File: src/common/mis_pkg.sv
// Package: register map, field layout and timing of the IRQ summary / PHY management block
package mis_pkg;

   // ************************************************************
   // Register byte addresses
   // ************************************************************
   localparam logic [31:0] MIS_ADDR_CMD = 32'h8001_0010;
   localparam logic [31:0] MIS_ADDR_DATA = 32'h8001_0014;
   localparam logic [31:0] MIS_ADDR_STS = 32'h8001_0018;
   localparam logic [31:0] MIS_ADDR_GSTS = 32'h8001_0060;
   localparam logic [31:0] MIS_ADDR_GMSK = 32'h8001_0064;
   localparam logic [31:0] MIS_ADDR_GVIEW = 32'h8001_0068;
   localparam logic [31:0] MIS_ADDR_GFRC = 32'h8001_006c;
   localparam logic [31:0] MIS_RESET_WORD = 32'h0000_0000;

   // ************************************************************
   // Field layout
   // ************************************************************
   localparam int MIS_INT_BIT = 15;
   localparam int MIS_BUSY_BIT = 0;
   localparam int MIS_OP_HI = 15;
   localparam int MIS_OP_LO = 14;
   localparam int MIS_PHY_HI = 9;
   localparam int MIS_PHY_LO = 5;
   localparam int MIS_REG_HI = 4;
   localparam int MIS_REG_LO = 0;
   localparam int MIS_DATA_W = 16;
   localparam logic [15:0] MIS_CMD_MASK = 16'hc3ff;

   // ************************************************************
   // Opcodes and frame layout
   // ************************************************************
   localparam logic [1:0] MIS_OP_READ = 2'b10;
   localparam logic [1:0] MIS_OP_WRITE = 2'b01;
   localparam logic [1:0] MIS_FRAME_START = 2'b01;
   localparam logic [1:0] MIS_TA_WRITE = 2'b10;
   localparam logic [1:0] MIS_TA_IDLE = 2'b11;
   localparam logic [1:0] MIS_HTRANS_ACTIVE = 2'b10;
   localparam int MIS_PREAMBLE_BITS = 32;
   localparam logic [6:0] MIS_LAST_BIT = 7'h3f;
   localparam logic [6:0] MIS_TA_FIRST_BIT = 7'h2e;
   localparam logic [6:0] MIS_DATA_FIRST_BIT = 7'h30;

   // ************************************************************
   // Timing
   // ************************************************************
   localparam int MIS_CLK_PERIOD_NS = 50;
   localparam int MIS_MDC_PERIOD_NS = 400;
   localparam int MIS_MDC_HALF_CYC =
      ((MIS_MDC_PERIOD_NS / 2) + MIS_CLK_PERIOD_NS - 1) / MIS_CLK_PERIOD_NS;
   localparam logic [3:0] MIS_HALF_LAST = 4'(MIS_MDC_HALF_CYC - 1);

   typedef enum logic [1:0] {
      MIS_IDLE = 2'b00,
      MIS_SHIFT = 2'b01,
      MIS_DONE = 2'b10
   } mis_mdio_state_t;

endpackage : mis_pkg

File: src/rtl/mis_mdio_engine.sv
// Serial management frame engine driving MDC and MDIO
`timescale 1ns/100ps
module mis_mdio_engine
   import mis_pkg::*;
(
   // Clock and reset
   input wire logic clk_sys,
   input wire logic rst_b,
   input wire logic soft_rst,
   // Command side
   input wire logic start,
   input wire logic [1:0] op,
   input wire logic [4:0] phy_sel,
   input wire logic [4:0] reg_sel,
   input wire logic [MIS_DATA_W-1:0] wdata,
   output logic done,
   output logic rd_done,
   output logic [MIS_DATA_W-1:0] rdata,
   // Management pins
   output logic mdc,
   output logic mdio_o,
   output logic mdio_oe,
   input wire logic mdio_i
);

   mis_mdio_state_t state_q;
   logic [3:0] phase_q;
   logic [6:0] bit_q;
   logic [63:0] frame_q;
   logic mdc_q;
   logic oe_q;
   logic rd_op_q;
   logic [MIS_DATA_W-1:0] rd_q;
   logic mdio_s1_q;
   logic mdio_s2_q;
   logic half_end;

   // ************************************************************
   // Pin synchroniser
   // ************************************************************
   always_ff @(posedge clk_sys or negedge rst_b) begin
      if (!rst_b) begin
         mdio_s1_q <= 1'b0;
         mdio_s2_q <= 1'b0;
      end else begin
         mdio_s1_q <= mdio_i;
         mdio_s2_q <= mdio_s1_q;
      end
   end

   // ************************************************************
   // Frame sequencer
   // ************************************************************
   assign half_end = (phase_q == MIS_HALF_LAST);

   always_ff @(posedge clk_sys or negedge rst_b) begin
      if (!rst_b) begin
         state_q <= MIS_IDLE;
         phase_q <= 4'h0;
         bit_q <= 7'h00;
         frame_q <= 64'h0;
         mdc_q <= 1'b0;
         oe_q <= 1'b0;
         rd_op_q <= 1'b0;
         rd_q <= 16'h0000;
      end else if (soft_rst) begin
         state_q <= MIS_IDLE;
         phase_q <= 4'h0;
         bit_q <= 7'h00;
         frame_q <= 64'h0;
         mdc_q <= 1'b0;
         oe_q <= 1'b0;
         rd_op_q <= 1'b0;
         rd_q <= 16'h0000;
      end else begin
         unique case (state_q)
            MIS_IDLE: begin
               if (start && (op == MIS_OP_READ || op == MIS_OP_WRITE)) begin
                  // Preamble, start, opcode, addresses, turnaround, data
                  frame_q <= {{MIS_PREAMBLE_BITS{1'b1}}, MIS_FRAME_START, op, phy_sel,
                              reg_sel, (op == MIS_OP_WRITE) ? MIS_TA_WRITE : MIS_TA_IDLE,
                              (op == MIS_OP_WRITE) ? wdata : 16'hffff};
                  rd_op_q <= (op == MIS_OP_READ);
                  bit_q <= 7'h00;
                  phase_q <= 4'h0;
                  oe_q <= 1'b1;
                  state_q <= MIS_SHIFT;
               end else if (start) begin
                  // Undefined opcode: no frame, just finish so busy drops
                  rd_op_q <= 1'b0;
                  state_q <= MIS_DONE;
               end
            end
            MIS_SHIFT: begin
               phase_q <= half_end ? 4'h0 : phase_q + 4'h1;
               if (half_end && !mdc_q) begin
                  mdc_q <= 1'b1;
                  // PHY drives data valid around the rising edge
                  if (rd_op_q && bit_q >= MIS_DATA_FIRST_BIT) begin
                     rd_q <= {rd_q[MIS_DATA_W-2:0], mdio_s2_q};
                  end
               end else if (half_end) begin
                  mdc_q <= 1'b0;
                  if (bit_q == MIS_LAST_BIT) begin
                     oe_q <= 1'b0;
                     state_q <= MIS_DONE;
                  end else begin
                     bit_q <= bit_q + 7'h01;
                     frame_q <= {frame_q[62:0], 1'b1};
                     // Release the line from turnaround onward on reads
                     oe_q <= !rd_op_q || ((bit_q + 7'h01) < MIS_TA_FIRST_BIT);
                  end
               end
            end
            MIS_DONE: begin
               state_q <= MIS_IDLE;
            end
            default: begin
               state_q <= MIS_IDLE;
            end
         endcase
      end
   end

   assign done = (state_q == MIS_DONE);
   assign rd_done = done && rd_op_q;
   assign rdata = rd_q;
   assign mdc = mdc_q;
   assign mdio_o = frame_q[63];
   assign mdio_oe = oe_q;

endmodule : mis_mdio_engine

File: src/rtl/mis_regs.sv
// Global interrupt summary and PHY management registers on AHB
`timescale 1ns/100ps
module mis_regs
   import mis_pkg::*;
(
   // Clock and reset
   input wire logic clk_sys,
   input wire logic rst_b,
   input wire logic soft_rst,
   // AHB slave
   input wire logic hsel,
   input wire logic [31:0] haddr,
   input wire logic [1:0] htrans,
   input wire logic hwrite,
   input wire logic [2:0] hsize,
   input wire logic [31:0] hwdata,
   input wire logic hready,
   output logic hreadyout,
   output logic [1:0] hresp,
   output logic [31:0] hrdata,
   // MAC interrupt logic
   input wire logic mac_enabled_irq,
   input wire logic mgmt_complete_irq_enable,
   output logic mgmt_complete_flag,
   output logic mac_irq_line,
   // Management pins
   output logic mdc,
   output logic mdio_o,
   output logic mdio_oe,
   input wire logic mdio_i
);

   function automatic logic hit(input logic [31:0] a, input logic [31:0] off);
      hit = (a == off);
   endfunction : hit

   logic wsel_q;
   logic [31:0] waddr_q;
   logic [31:0] rdata_q;
   logic [15:0] cmd_q;
   logic [MIS_DATA_W-1:0] data_q;
   logic busy_q;
   logic gsts_q;
   logic gmsk_q;
   logic lvl_q;
   logic start_q;
   logic wr_cmd;
   logic wr_data;
   logic wr_gsts;
   logic wr_gmsk;
   logic wr_gfrc;
   logic addr_ok;
   logic eng_done;
   logic eng_rd_done;
   logic [MIS_DATA_W-1:0] eng_rdata;
   logic irq_set;
   logic lvl_now;

   // ************************************************************
   // AHB address and data phase
   // ************************************************************
   // Zero wait states; every access completes OKAY, unmapped reads give zero
   // Size is not decoded, so a narrow write still acts on the whole word
   // A read in the data phase of a write sees the old value; leave one idle cycle
   assign hreadyout = 1'b1;
   assign hresp = 2'b00;
   assign addr_ok = hsel && hready && (htrans & MIS_HTRANS_ACTIVE) != 2'b00;

   always_ff @(posedge clk_sys or negedge rst_b) begin
      if (!rst_b) begin
         wsel_q <= 1'b0;
         waddr_q <= MIS_RESET_WORD;
      end else begin
         wsel_q <= addr_ok && hwrite;
         waddr_q <= addr_ok ? haddr : waddr_q;
      end
   end

   assign wr_cmd = wsel_q && hit(waddr_q, MIS_ADDR_CMD);
   assign wr_data = wsel_q && hit(waddr_q, MIS_ADDR_DATA);
   assign wr_gsts = wsel_q && hit(waddr_q, MIS_ADDR_GSTS);
   assign wr_gmsk = wsel_q && hit(waddr_q, MIS_ADDR_GMSK);
   assign wr_gfrc = wsel_q && hit(waddr_q, MIS_ADDR_GFRC);

   // Read data is sampled in the address phase; reads have no side effects
   always_ff @(posedge clk_sys or negedge rst_b) begin
      if (!rst_b) begin
         rdata_q <= MIS_RESET_WORD;
      end else if (addr_ok && !hwrite) begin
         rdata_q <= MIS_RESET_WORD;
         if (hit(haddr, MIS_ADDR_CMD)) begin
            rdata_q[15:0] <= cmd_q;
         end else if (hit(haddr, MIS_ADDR_DATA)) begin
            rdata_q[MIS_DATA_W-1:0] <= data_q;
         end else if (hit(haddr, MIS_ADDR_STS)) begin
            rdata_q[MIS_BUSY_BIT] <= busy_q;
         end else if (hit(haddr, MIS_ADDR_GSTS) || hit(haddr, MIS_ADDR_GVIEW)) begin
            rdata_q[MIS_INT_BIT] <= gsts_q;
         end else if (hit(haddr, MIS_ADDR_GMSK)) begin
            rdata_q[MIS_INT_BIT] <= gmsk_q;
         end
         // Force register falls through and reads zero
      end
   end

   assign hrdata = rdata_q;

   // ************************************************************
   // PHY management registers
   // ************************************************************
   always_ff @(posedge clk_sys or negedge rst_b) begin
      if (!rst_b) begin
         cmd_q <= 16'h0000;
         busy_q <= 1'b0;
         start_q <= 1'b0;
      end else if (soft_rst) begin
         cmd_q <= 16'h0000;
         busy_q <= 1'b0;
         start_q <= 1'b0;
      end else begin
         // A command written while busy is dropped so the running frame is safe
         start_q <= wr_cmd && !busy_q;
         if (wr_cmd && !busy_q) begin
            cmd_q <= hwdata[15:0] & MIS_CMD_MASK;
            busy_q <= 1'b1;
         end else if (eng_done) begin
            busy_q <= 1'b0;
         end
      end
   end

   always_ff @(posedge clk_sys or negedge rst_b) begin
      if (!rst_b) begin
         data_q <= 16'h0000;
      end else if (soft_rst) begin
         data_q <= 16'h0000;
      end else if (eng_rd_done) begin
         // Returned PHY data wins over a colliding software write
         data_q <= eng_rdata;
      end else if (wr_data) begin
         data_q <= hwdata[MIS_DATA_W-1:0];
      end
   end

   // An undefined opcode sends no frame but still completes, so busy never sticks
   mis_mdio_engine u_engine (
      .clk_sys(clk_sys),
      .rst_b(rst_b),
      .soft_rst(soft_rst),
      .start(start_q),
      .op(cmd_q[MIS_OP_HI:MIS_OP_LO]),
      .phy_sel(cmd_q[MIS_PHY_HI:MIS_PHY_LO]),
      .reg_sel(cmd_q[MIS_REG_HI:MIS_REG_LO]),
      .wdata(data_q),
      .done(eng_done),
      .rd_done(eng_rd_done),
      .rdata(eng_rdata),
      .mdc(mdc),
      .mdio_o(mdio_o),
      .mdio_oe(mdio_oe),
      .mdio_i(mdio_i)
   );

   // One-cycle pulse; the MAC status register latches it
   assign mgmt_complete_flag = eng_done;

   // ************************************************************
   // Global interrupt summary
   // ************************************************************
   // Level sources count once per rising edge, so a clear holds until a new event
   // Force and completion sources pass through the mask like any other event
   assign lvl_now = gmsk_q && mac_enabled_irq;
   assign irq_set = gmsk_q && ((lvl_now && !lvl_q)
                    || (eng_done && mgmt_complete_irq_enable)
                    || (wr_gfrc && hwdata[MIS_INT_BIT]));

   always_ff @(posedge clk_sys or negedge rst_b) begin
      if (!rst_b) begin
         gmsk_q <= 1'b0;
         gsts_q <= 1'b0;
         lvl_q <= 1'b0;
      end else if (soft_rst) begin
         gmsk_q <= 1'b0;
         gsts_q <= 1'b0;
         lvl_q <= 1'b0;
      end else begin
         lvl_q <= lvl_now;
         if (wr_gmsk) begin
            gmsk_q <= hwdata[MIS_INT_BIT];
         end
         if (irq_set) begin
            gsts_q <= 1'b1;
         end else if (wr_gsts && hwdata[MIS_INT_BIT]) begin
            gsts_q <= 1'b0;
         end else if (!gmsk_q) begin
            // Mask clear drops a pending status so nothing reaches the processor
            gsts_q <= 1'b0;
         end
      end
   end

   // The line is the status bit itself, so they can never disagree
   assign mac_irq_line = gsts_q;

endmodule : mis_regs

File: config.mk
export PLATFORM = sky130hd
export DESIGN_NAME = mis_regs
export DESIGN_NICKNAME = d
export VERILOG_FILES = /design/src/common/mis_pkg.sv /design/src/rtl/mis_mdio_engine.sv /design/src/rtl/mis_regs.sv
export SDC_FILE = /design/constraint.sdc
export NUM_CORES = 1
export LEC_CHECK = 0
export BUFFER_PORTS_ARGS = -buffer_cell sky130_fd_sc_hd__buf_2
export CORE_MARGIN = 1.5
export CORE_UTILIZATION = 55
export DETAILED_ROUTE_END_ITERATION = 7
export PLACE_DENSITY = 0.78
export SYNTH_ARGS = -nofsm -noshare
export SYNTH_HDL_FRONTEND = slang
export SYNTH_SLANG_ARGS = --single-unit
File: constraint.sdc
create_clock -name clk_sys -period 4.7 [get_ports clk_sys]
set_clock_uncertainty 0.2 [all_clocks]
set_input_delay 1.175 -clock clk_sys [delete_from_list [all_inputs] [get_ports clk_sys]]
set_output_delay 1.175 -clock clk_sys [all_outputs]
set_load 0.05 [all_outputs]
* Word-level counts from Yosys, hierarchy flattened
Cells that the tools add are included.
** Word-level totals
- Memory bits (writable) :: 0
- Bits in read-only memories :: 0
- Latch bits :: 0
- Memories kept :: 0
- Register bits after elaboration :: 184
** Cells by class
- Shift operators :: 0
- Multiplexer cells :: 67
- Magnitude comparators :: 2
- Bitwise gates (word level) :: 0
- Divide/modulo/power cells :: 0
- Multiply operators :: 0
- Equal/unequal tests :: 24
- $add $sub $neg :: 2
- Reduce and logical (&&, ||, !) cells :: 49
** Operators by type and width (count)
- == test 32 bit, second input constant :: 11
- 2-to-1 mux 64 bit :: 5
- 2-to-1 mux 16 bit :: 11
- one-hot mux 64 bit (2 select lines) :: 1
- 2-to-1 mux 7 bit :: 5
- 2-to-1 mux 1 bit :: 31
- logical AND 1 bit :: 20
- nonzero test 3 bit :: 5
- 2-to-1 mux 14 bit :: 1
- one-hot mux 7 bit (2 select lines) :: 1
- 2-to-1 mux 2 bit :: 6
- 2-to-1 mux 4 bit :: 3
- nonzero test 2 bit :: 6
- != test 3 x 2 -> 1 bit, second input constant :: 3
- one-hot mux 4 bit (2 select lines) :: 1
- AND reduction 4 bit :: 2
- adder 7 x 1 -> 7 bit, second input constant :: 1
- == test 7 x 6 -> 1 bit, second input constant :: 1
- greater-or-equal comparator 7 x 6 -> 1 bit, second input constant :: 1
- < comparator 7 x 6 -> 1 bit, second input constant :: 1
- != test 3 bit, second input constant :: 2
- AND reduction 2 bit :: 3
- logical NOT 1 bit :: 5
- logical OR 1 bit :: 5
- 11 further kinds :: 13

* Longest topological paths before layout
Gate-level depths: netlist of the first run.
- Depth in word-level cells :: 8
- Depth in mapped cells :: 9

* Cells and area by module
Synthesis of the first run repeated with hierarchy kept, for this count alone.
** Unflattened totals
- Cell total of the unflattened synthesis :: 856
- Area total of the unflattened synthesis :: 8848.5 sq um
** By module, submodules not included
- mis_mdio_engine :: area an instance 4718.3 sq um, sequential area each 2452.4 sq um, cells each 457, instances 1
- mis_regs :: area an instance 4130.2 sq um, sequential area each 2052.0 sq um, cells each 399, instances 1

* Least setup slack after synthesis of the first run
OpenSTA, ideal clock, no wires.
- Kind :: input to register
- Start :: input port htrans[1]
- End :: register rdata_q[14], in the netlist hrdata[14]
- Arrival :: 2685 ps
- Slack :: 1748 ps
- Cell stages on the path :: 7
- Setup time :: 67 ps
- Path through :: nand3_1 nand2b_1 clkbuf_1 nor4_1 and2_1 buf_2 a221o_1
** On the way
- Longest elaborated chain between the ends :: 2
** RTL lines
- from (decl) :: line mis_regs.sv:13 : input wire logic [1:0] htrans,
- logical AND 1 bit :: line mis_regs.sv:67 : assign addr_ok = hsel && hready && (htrans & MIS_HTRANS_ACTIVE) != 2'b00;
- logical AND 1 bit :: line mis_regs.sv:89 : end else if (addr_ok && !hwrite) begin
- to (signal assigned) :: line mis_regs.sv:92 : rdata_q[15:0] <= cmd_q;
- to (signal, indexed assignment) :: line mis_regs.sv:94 : rdata_q[MIS_DATA_W-1:0] <= data_q;
- to (signal, indexed assignment) :: line mis_regs.sv:96 : rdata_q[MIS_BUSY_BIT] <= busy_q;
- to (decl) :: line mis_regs.sv:39 : logic [31:0] rdata_q;
No other way between the ends.
A chain may end at the register's enable or synchronous reset.

* Worst setup path in the final report of the first run
- Start :: register u_engine.state_q[1]
- End :: output port mgmt_complete_flag
** On the way
- Longest elaborated chain between the ends :: 1
** RTL lines
- from (decl) :: line mis_mdio_engine.sv:26 : mis_mdio_state_t state_q;
- from (signal assigned) :: line mis_mdio_engine.sv:58 : state_q <= MIS_IDLE;
- from (signal assigned) :: line mis_mdio_engine.sv:67 : state_q <= MIS_IDLE;
- from (signal assigned) :: line mis_mdio_engine.sv:87 : state_q <= MIS_SHIFT;
- == test 2 bit :: line mis_mdio_engine.sv:125 : assign done = (state_q == MIS_DONE);
- to (decl) :: line mis_regs.sv:24 : output logic mgmt_complete_flag,
No other way between the ends.

==> flow_summary.rst, run 1 <==
.. list-table::
   :header-rows: 1

   * - Metric
     - Value
   * - Crit Path Category
     - flip-flop to primary output
   * - Final antenna diode count
     - 0
   * - Transition at the pin with the smallest max-transition slack
     - 1.16 ns
   * - Overall Global Routing Usage
     - roughly a quarter
   * - Max_cap viols
     - 0
   * - Leftover overflow at the end of global routing
     - 0
   * - Number of synthesized flops with an enable pin
     - 0
   * - Overall via count from detail_route
     - between 6k and 7k
   * - Power density of the placed cells
     - about 370 nW/µm²
   * - Number of placed I/O pins
     - 118
   * - Total Nets Final
     - roughly 930
   * - CP Launch Type
     - flip-flop
   * - Floorplan die area
     - around 16000 µm²
   * - Initial detailed-routing violation count
     - 520
   * - Post-CTS Setup Repair Bufs
     - 0
   * - Highest fanout seen on the critical path
     - 7
   * - TritonCTS clock tree
     - built
   * - Fmax achieved
     - 0.315 GHz
   * - Maximum number of pins on one net before global-route repair
     - roughly 130
   * - Required time of the critical path
     - 3.32 ns
   * - Starting density of the core
     - between 50% and 60%
   * - Post-route fraction of the period consumed by the critical path
     - between 60% and 70%
   * - Leading cell type in the layout, fill and taps excluded
     - sky130_fd_sc_hd__dfrtp_1
   * - Headroom to the max-slew limit
     - a little under a quarter
   * - Total standard cell area after synthesis
     - roughly 8400 µm²
   * - Width of the die
     - around 130 µm
   * - TNS Setup
     - 0 ns
   * - Number of register bits inferred by synthesis
     - between 150 and 200
   * - First-pass GRT wire length
     - 29.7 mm
   * - Vias in the first global route
     - 5810
   * - Clk slew on worst S/H paths
     - roughly 0.07 ns
   * - Remaining number of nets flagged by the antenna check after routing
     - 0
   * - # hold bufs at CTS
     - 0
   * - Clock insertion delay at the later pin of the skew report
     - around 0.43 ns
   * - Total half-perimeter wirelength after legalization and detailed placement
     - around 11 mm
   * - GP Congestion
     - between 0.8 and 0.9
   * - Drt pass-1 iters
     - 5
   * - Number of hold violations in the final report
     - 0
   * - Slowest Stage Delay on Critical Path
     - around 0.53 ns
   * - Outcome
     - finished clean
   * - Number of pins with negative max-slew slack in the final report
     - 0
   * - Setup violation total in the final timing report
     - 0
   * - Post-placement setup slack
     - 1.14 ns
   * - Deepest clock path buffer count
     - 2
   * - Total length of routed wires
     - 17.6 mm
   * - Critical path, cell by cell
     - nor2b_1 -> buf_2
   * - LEAKAGE
     - between 4 and 5 nW
   * - Arrival time at the worst endpoint
     - 1.80 ns
   * - Worst hold-check slack
     - roughly 0.16 ns
   * - Chip height
     - about 130 µm
   * - Portion of synthesized cell area occupied by the leading cell type
     - between 50% and 60%
   * - Num Clock Sinks
     - 180
   * - Avg Vias per Cell
     - slightly below 6
   * - Number of buffers created by CTS
     - 17
   * - Initial antenna violation count
     - 0
   * - Primary FF master, synth
     - sky130_fd_sc_hd__dfrtp_1
   * - Biggest area consumer among synthesized cells
     - sky130_fd_sc_hd__dfrtp_1
   * - Critical path's slowest cell
     - sky130_fd_sc_hd__nor2b_1
   * - Unique masters post-synth
     - 50
   * - Endpoint type of the worst setup path
     - primary output
   * - Post-synthesis instance total
     - between 700 and 800
   * - Yosys warns
     - 0
   * - Most frequent cells in the layout
     - 180 x sky130_fd_sc_hd__dfrtp_1, 100 x sky130_fd_sc_hd__nor2_1, 88 x sky130_fd_sc_hd__nand2_1, 76 x sky130_fd_sc_hd__buf_2, 64 x sky130_fd_sc_hd__o31ai_1
   * - H-tree depth
     - 4
   * - Core footprint
     - 15100 µm²
   * - Portion of the post-synthesis area used by sequential elements
     - 53.4%
   * - Number of buffers and inverters on the critical path
     - 1
   * - Crit path max-delay family
     - simple AND/OR/NAND/NOR gates
   * - Worst Setup Slack, final
     - ~1.5 ns
   * - Clock root buffer
     - sky130_fd_sc_hd__clkbuf_16
   * - Avg Synthesized Cell Area
     - ~11 µm²
   * - Classification of the worst-slack hold path
     - flip-flop to flip-flop
   * - Count of instances resized after the clock tree is built
     - 0
   * - Top cells by area, synth
     - sky130_fd_sc_hd__dfrtp_1 53%, sky130_fd_sc_hd__mux2i_1 6.6%, sky130_fd_sc_hd__o31ai_1 5.7%
   * - # rows
     - 45
   * - Unrepaired setup endpoints after global routing
     - no
   * - DRC errors left
     - 0
   * - Proportion of synthesized flip-flops having asynchronous set or reset
     - between 90% and 100%
   * - Layout overhead on the synthesized area
     - 12.6%
   * - Fraction of layout instances using a drive strength above 1
     - about 19%
   * - Maximum ir drop on the vdd rail
     - around 0.26 mV
   * - Routed WL per cell
     - ~17 µm
   * - Slack of the worst reg-to-reg path
     - 2.24 ns
   * - Number of I/O port buffers
     - between 70 and 80
   * - Time the final worst path needs with I/O delays and setup
     - ~3.2 ns
[registers in the layout, summed over array words and instances (netlist names)]
| signal | count |
|---|---|
| busy_q | 1 |
| cmd_q | 12 |
| data_q | 16 |
| gmsk_q | 1 |
| hrdata | 16 |
| lvl_q | 1 |
| mac_irq_line | 1 |
| start_q | 1 |
| u_engine.bit_q | 7 |
| u_engine.frame_q | 64 |
| u_engine.mdc | 1 |
| u_engine.mdio_oe | 1 |
| u_engine.mdio_s1_q | 1 |
| u_engine.mdio_s2_q | 1 |
| u_engine.phase_q | 4 |
| u_engine.rd_op_q | 1 |
| u_engine.rdata | 16 |
| u_engine.state_q | 2 |
| waddr_q | 32 |
| wsel_q | 1 |
[cell families (layout without fill, tap and decap cells)]
family                     Yosys count  in the layout  share of synthesized area [%]
buffers and inverters               85            131                           4.95
and+or+nand+nor                    276            276                           16.8
other                                2             19                         0.0890
DFF                                180            180                           53.4
adders and majority gates            5              5                          0.742
muxes                               88             88                           10.9
AOI/OAI and AO/OA                  154            154                           12.9
xor gates and xnor gates             2              2                          0.208
[Yosys cell counts (all sizes together) (2+ instances only)]
master / number
a22o: 8
conb: 2
nor3: 5
or4: 3
and3b: 2
inv: 10
o31ai: 64
a221o: 10
clkbuf: 38
o311ai: 2
a21oi: 15
and2: 2
nand4b: 6
nor3b: 7
ha: 5
nor2: 100
and3: 11
a211oi: 17
nand3: 4
nor4b: 3
nand3b: 17
nor2b: 2
nand2b: 5
xor2: 2
mux2: 32
nand2: 88
mux2i: 56
dfrtp: 180
a31oi: 4
buf: 37
nor4: 14
nand4: 5
o21ai: 26
[path summary, 6_finish.rpt]
| path | start | to | depth (start not counted) |
|---|---|---|---|
| worst max-delay path | u_engine.state_q[1]$_DFFE_PN0P_ | mgmt_complete_flag | 2 |
| worst min-delay path | u_engine.mdio_s1_q$_DFF_PN0_ | u_engine.mdio_s2_q$_DFF_PN0_ | 0 |
| worst max register to register | u_engine.state_q[0]$_DFFE_PN0P_ | u_engine.frame_q[42]$_DFFE_PN0P_ | 6 |
| worst min register to register | u_engine.mdio_s1_q$_DFF_PN0_ | u_engine.mdio_s2_q$_DFF_PN0_ | 0 |
| max in group asynchronous | rst_b | data_q[11]$_DFFE_PN0P_ | 2 |
| min in group asynchronous | rst_b | u_engine.frame_q[57]$_DFFE_PN0P_ | 1 |
[power breakdown]
part | switching (mW) | total, mW | internal [mW] | leakage [nW]
Combinational | 0.161 | 0.263 | 0.102 | 1.74
Clock | 0.618 | 1.52 | 0.898 | 0.304
Sequential | 0.0652 | 1.71 | 1.64 | 2.35
[routing by layer]
metal	up-vias	wire, µm	global-route usage, %	part of all wire, %
met5	-	0	0	0
met1	2979	8330	33.5	47
met2	126	8230	35.6	47
met4	0	278	8.69	1.6
met3	23	765	4.39	4.3
li1	2890	-	-	-
[through the flow]
step | area, µm² | utilization [%] | instances | power [mW]
floorplan | 8500 | - | 809 | 1.91
global placement | 8870 | 58.8 | 1012 | 1.99
CTS | 9500 | 62.9 | 1043 | 3.52
global route | 9500 | 62.9 | 1043 | 3.62
finish | 9500 | 62.9 | 1043 | 3.49
detailed placement | 8870 | 58.8 | 1012 | 2.00
[area by class of cell]
class	count	area [µm²]
inverter	10	37.5
clock inverter	13	196
clock buffer	18	429
timing repair buffer	90	514
fill	1219	5590
sequential	180	4500
tap	188	235
multi-input combinational	544	3580
Power figures use the tool's default switching activity.
==> inputs of run 2 (changes only) <==
CORE_UTILIZATION = 52   (was 55)
PLACE_DENSITY = 0.77   (was 0.78)
clock period = 2.7 ns   (was 4.7 ns; I/O delays follow)
==> run 2 against run 1 <==
The flow now finishes with violations (hold timing). Combinational power increased by 79%. Total power increased by 69%. Global-route usage decreased by 1.0 points.
==> flow_summary.rst, run 2 (synthesized netlist as in run 1, its figures left out) <==
.. list-table::
   :header-rows: 1

   * - Metric
     - Value
   * - Count of instances resized after the clock tree is built
     - 0 (unchanged)
   * - Post-CTS Setup Repair Bufs
     - 0 (unchanged)
   * - Clock share of power
     - 41.5% (-2.0 points)
   * - Fraction of layout instances using a drive strength above 1
     - 20.1% (+0.84 points)
   * - Num Clock Sinks
     - 180 (unchanged)
   * - Drt pass-1 iters
     - 5 (unchanged)
   * - Endpoint type of the worst setup path
     - flip-flop
   * - Remaining number of nets flagged by the antenna check after routing
     - 0 (unchanged)
   * - First-pass GRT wire length
     - 29.6 mm (-0.21%)
   * - Overall Global Routing Usage
     - 22.3% (-1.0 points)
   * - Finished layout cell area
     - 9600 µm² (+1.0%)
   * - Required time of the critical path
     - 2.77 ns (-0.55 ns)
   * - Number of hold violations in the final report
     - 2 (+2)
   * - Maximum ir drop on the vdd rail
     - 0.469 mV (+80%)
   * - Number of placed I/O pins
     - 118 (unchanged)
   * - Arrival time at the worst endpoint
     - 2.57 ns (+0.77 ns)
   * - Vias in the first global route
     - 5902 (+1.6%)
   * - Initial antenna violation count
     - 0 (unchanged)
   * - Floorplan die area
     - 17000 µm² (+5.6%)
   * - Outcome
     - finished with violations
   * - Deepest clock path buffer count
     - 2 (unchanged)
   * - Overall via count from detail_route
     - 6053 (+0.58%)
   * - Switching fraction of total power
     - 24.6% (+0.43 points)
   * - Core footprint
     - 15900 µm² (+5.3%)
   * - Post-route fraction of the period consumed by the critical path
     - 92.8%
   * - Fmax achieved
     - ~0.4 GHz
   * - LEAKAGE
     - 4.42 nW (+0.74%)
   * - Total Nets Final
     - 935 (+0.97%)
   * - Number of buffers created by CTS
     - 17 (unchanged)
   * - # rows
     - 46 (+2.2%)
   * - Power density of the placed cells
     - 614 nW/µm² (+67%)
   * - Chip height
     - 130 µm (+2.8%)
   * - Flip-flop count of the largest register after layout
     - 64 (unchanged)
   * - Total half-perimeter wirelength after legalization and detailed placement
     - 11.5 mm (+6.2%)
   * - Sequential share of power
     - 50.5% (+1.5 points)
   * - Worst hold-check slack
     - -0.00415 ns (-0.161 ns)
   * - Setup violation total in the final timing report
     - 0 (unchanged)
   * - TritonCTS clock tree
     - built
   * - Highest fanout seen on the critical path
     - 4 (-3)
   * - Maximum number of pins on one net before global-route repair
     - 94 (-28%)
   * - Initial detailed-routing violation count
     - 459 (-12%)
   * - CP Launch Type
     - flip-flop
   * - Unrepaired setup endpoints after global routing
     - no
   * - Registers with the most flip-flops
     - u_engine.frame_q x64, waddr_q x32
   * - Leftover overflow at the end of global routing
     - 0 (unchanged)
   * - Clk slew on worst S/H paths
     - 0.07 ns (about the same)
   * - Number of I/O port buffers
     - 78 (unchanged)
   * - # hold bufs at CTS
     - 0 (unchanged)
   * - Total net switching power
     - 1.45 mW (+72%)
   * - TNS Setup
     - 0 ns (unchanged)
   * - Transition at the pin with the smallest max-transition slack
     - 0.951 ns (-0.205 ns)
   * - Leading cell type in the layout, fill and taps excluded
     - sky130_fd_sc_hd__dfrtp_1
   * - Classification of the worst-slack hold path
     - primary input to asynchronous set/reset pin
   * - Clock root buffer
     - sky130_fd_sc_hd__clkbuf_16
   * - Number of pins with negative max-slew slack in the final report
     - 0 (unchanged)
   * - Starting density of the core
     - 53.1% (-2.8 points)
   * - Internal power contribution
     - 4.44 mW (+68%)
   * - Clock insertion delay at the later pin of the skew report
     - 0.43 ns (about the same)
   * - Crit Path Category
     - flip-flop to flip-flop
   * - Most frequent cells in the layout
     - 180 x sky130_fd_sc_hd__dfrtp_1, 100 x sky130_fd_sc_hd__nor2_1, 88 x sky130_fd_sc_hd__nand2_1, 76 x sky130_fd_sc_hd__buf_2, 64 x sky130_fd_sc_hd__o31ai_1
   * - Time the final worst path needs with I/O delays and setup
     - 2.51 ns
   * - Final antenna diode count
     - 0 (unchanged)
   * - H-tree depth
     - 4 (unchanged)
   * - Routed WL per cell
     - 16.3 µm (-3.3%)
   * - DRC errors left
     - 0 (unchanged)
   * - Violations in the final reports
     - hold timing
   * - Avg Vias per Cell
     - 5.60 (-2.9%)
   * - Headroom to the max-slew limit
     - 36.6% (+14 points)
   * - Total length of routed wires
     - 17.6 mm (+0.10%)
   * - Area post-placement
     - 9020 µm² (+1.6%)
   * - Width of the die
     - 130 µm (+2.8%)
   * - Share of total power in combinational logic
     - 8.0% (+0.5 points)
   * - Max_cap viols
     - 0 (unchanged)
   * - Layout overhead on the synthesized area
     - 13.8%
   * - Fill cells
     - 1336 (+9.6%)
   * - Largest register by flop count
     - u_engine.frame_q
   * - GP Congestion
     - 0.847 (+0.62%)
## run 2: cell types whose count changed in the layout (fill, tap and decap cells not counted), moves of 2 or more
cell and delta:
sky130_fd_sc_hd__clkbuf_1 +2, sky130_fd_sc_hd__bufinv_16 -2, sky130_fd_sc_hd__buf_4 +6, sky130_fd_sc_hd__buf_12 +3, sky130_fd_sc_hd__inv_6 -2
## run 2: metrics by stage
stage,power (mW),util [%],hold WS (ns),cells,setup WS (ns)
2_1_floorplan,3.33,-,0.131,809,0.248
3_3_place_gp,3.48,56.8,0.132,1049,0.165
3_5_place_dp,3.50,56.8,0.143,1049,0.107
4_1_cts,5.95,60.4,0.0170,1080,0.0496
5_1_grt,6.13,60.4,0.0457,1080,0.0722
6_report,5.89,60.4,-0.00415,1080,0.193
## run 2: power groups by stage
stage	Clock [mW]	Sequential, mW	Combinational, mW
floorplan	0	3.00	0.324
global placement	0	3.02	0.465
detailed placement	0	3.02	0.478
CTS	2.50	2.97	0.478
global route	2.61	2.99	0.523
finish	2.45	2.98	0.472
## run 2: final cells by class
| type | count | area (µm²) | area share [%] |
|---|---|---|---|
| Tap cell | 216 | 270 | 2.82 |
| Multi-Input combinational cell | 544 | 3590 | 37.4 |
| Clock inverter | 10 | 124 | 1.29 |
| Clock buffer | 21 | 450 | 4.69 |
| Timing Repair Buffer | 99 | 619 | 6.45 |
| Inverter | 10 | 37.5 | 0.391 |
| Sequential cell | 180 | 4500 | 46.9 |
## run 2: path summary, 6_finish.rpt
kind | start | endpoint | slack, ns | depth (start not counted)
max | waddr_q[27]$_DFFE_PN0P_ | mac_irq_line$_DFFE_PN0P_ | 0.19 | 5
min | rst_b | waddr_q[0]$_DFFE_PN0P_ | -0.004 | 1
max reg2reg | waddr_q[27]$_DFFE_PN0P_ | mac_irq_line$_DFFE_PN0P_ | 0.19 | 5
min reg2reg | u_engine.mdio_s1_q$_DFF_PN0_ | u_engine.mdio_s2_q$_DFF_PN0_ | 0.16 | 0
max in group asynchronous | rst_b | waddr_q[14]$_DFFE_PN0P_ | 1.59 | 2
min in group clk_sys | mdio_i | u_engine.mdio_s1_q$_DFF_PN0_ | 0.15 | 1
## run 2: metal layers
metal / vias up / track usage [%] / part of all wire (%)
met5: - / 0 / 0
met4: 0 / 7.82 / 1.6
met3: 21 / 4.92 / 4.0
met2: 121 / 34.3 / 48
met1: 2997 / 31.5 / 47
li1: 2914 / - / -
## run 2: critical path, cell delays in order, from the launching register on
cell,delay (ns)
sky130_fd_sc_hd__dfrtp_1,0.38
sky130_fd_sc_hd__nor4_1,0.50
sky130_fd_sc_hd__nand3_1,0.29
sky130_fd_sc_hd__or4_2,0.63
sky130_fd_sc_hd__o21ai_0,0.23
sky130_fd_sc_hd__a311oi_1,0.12
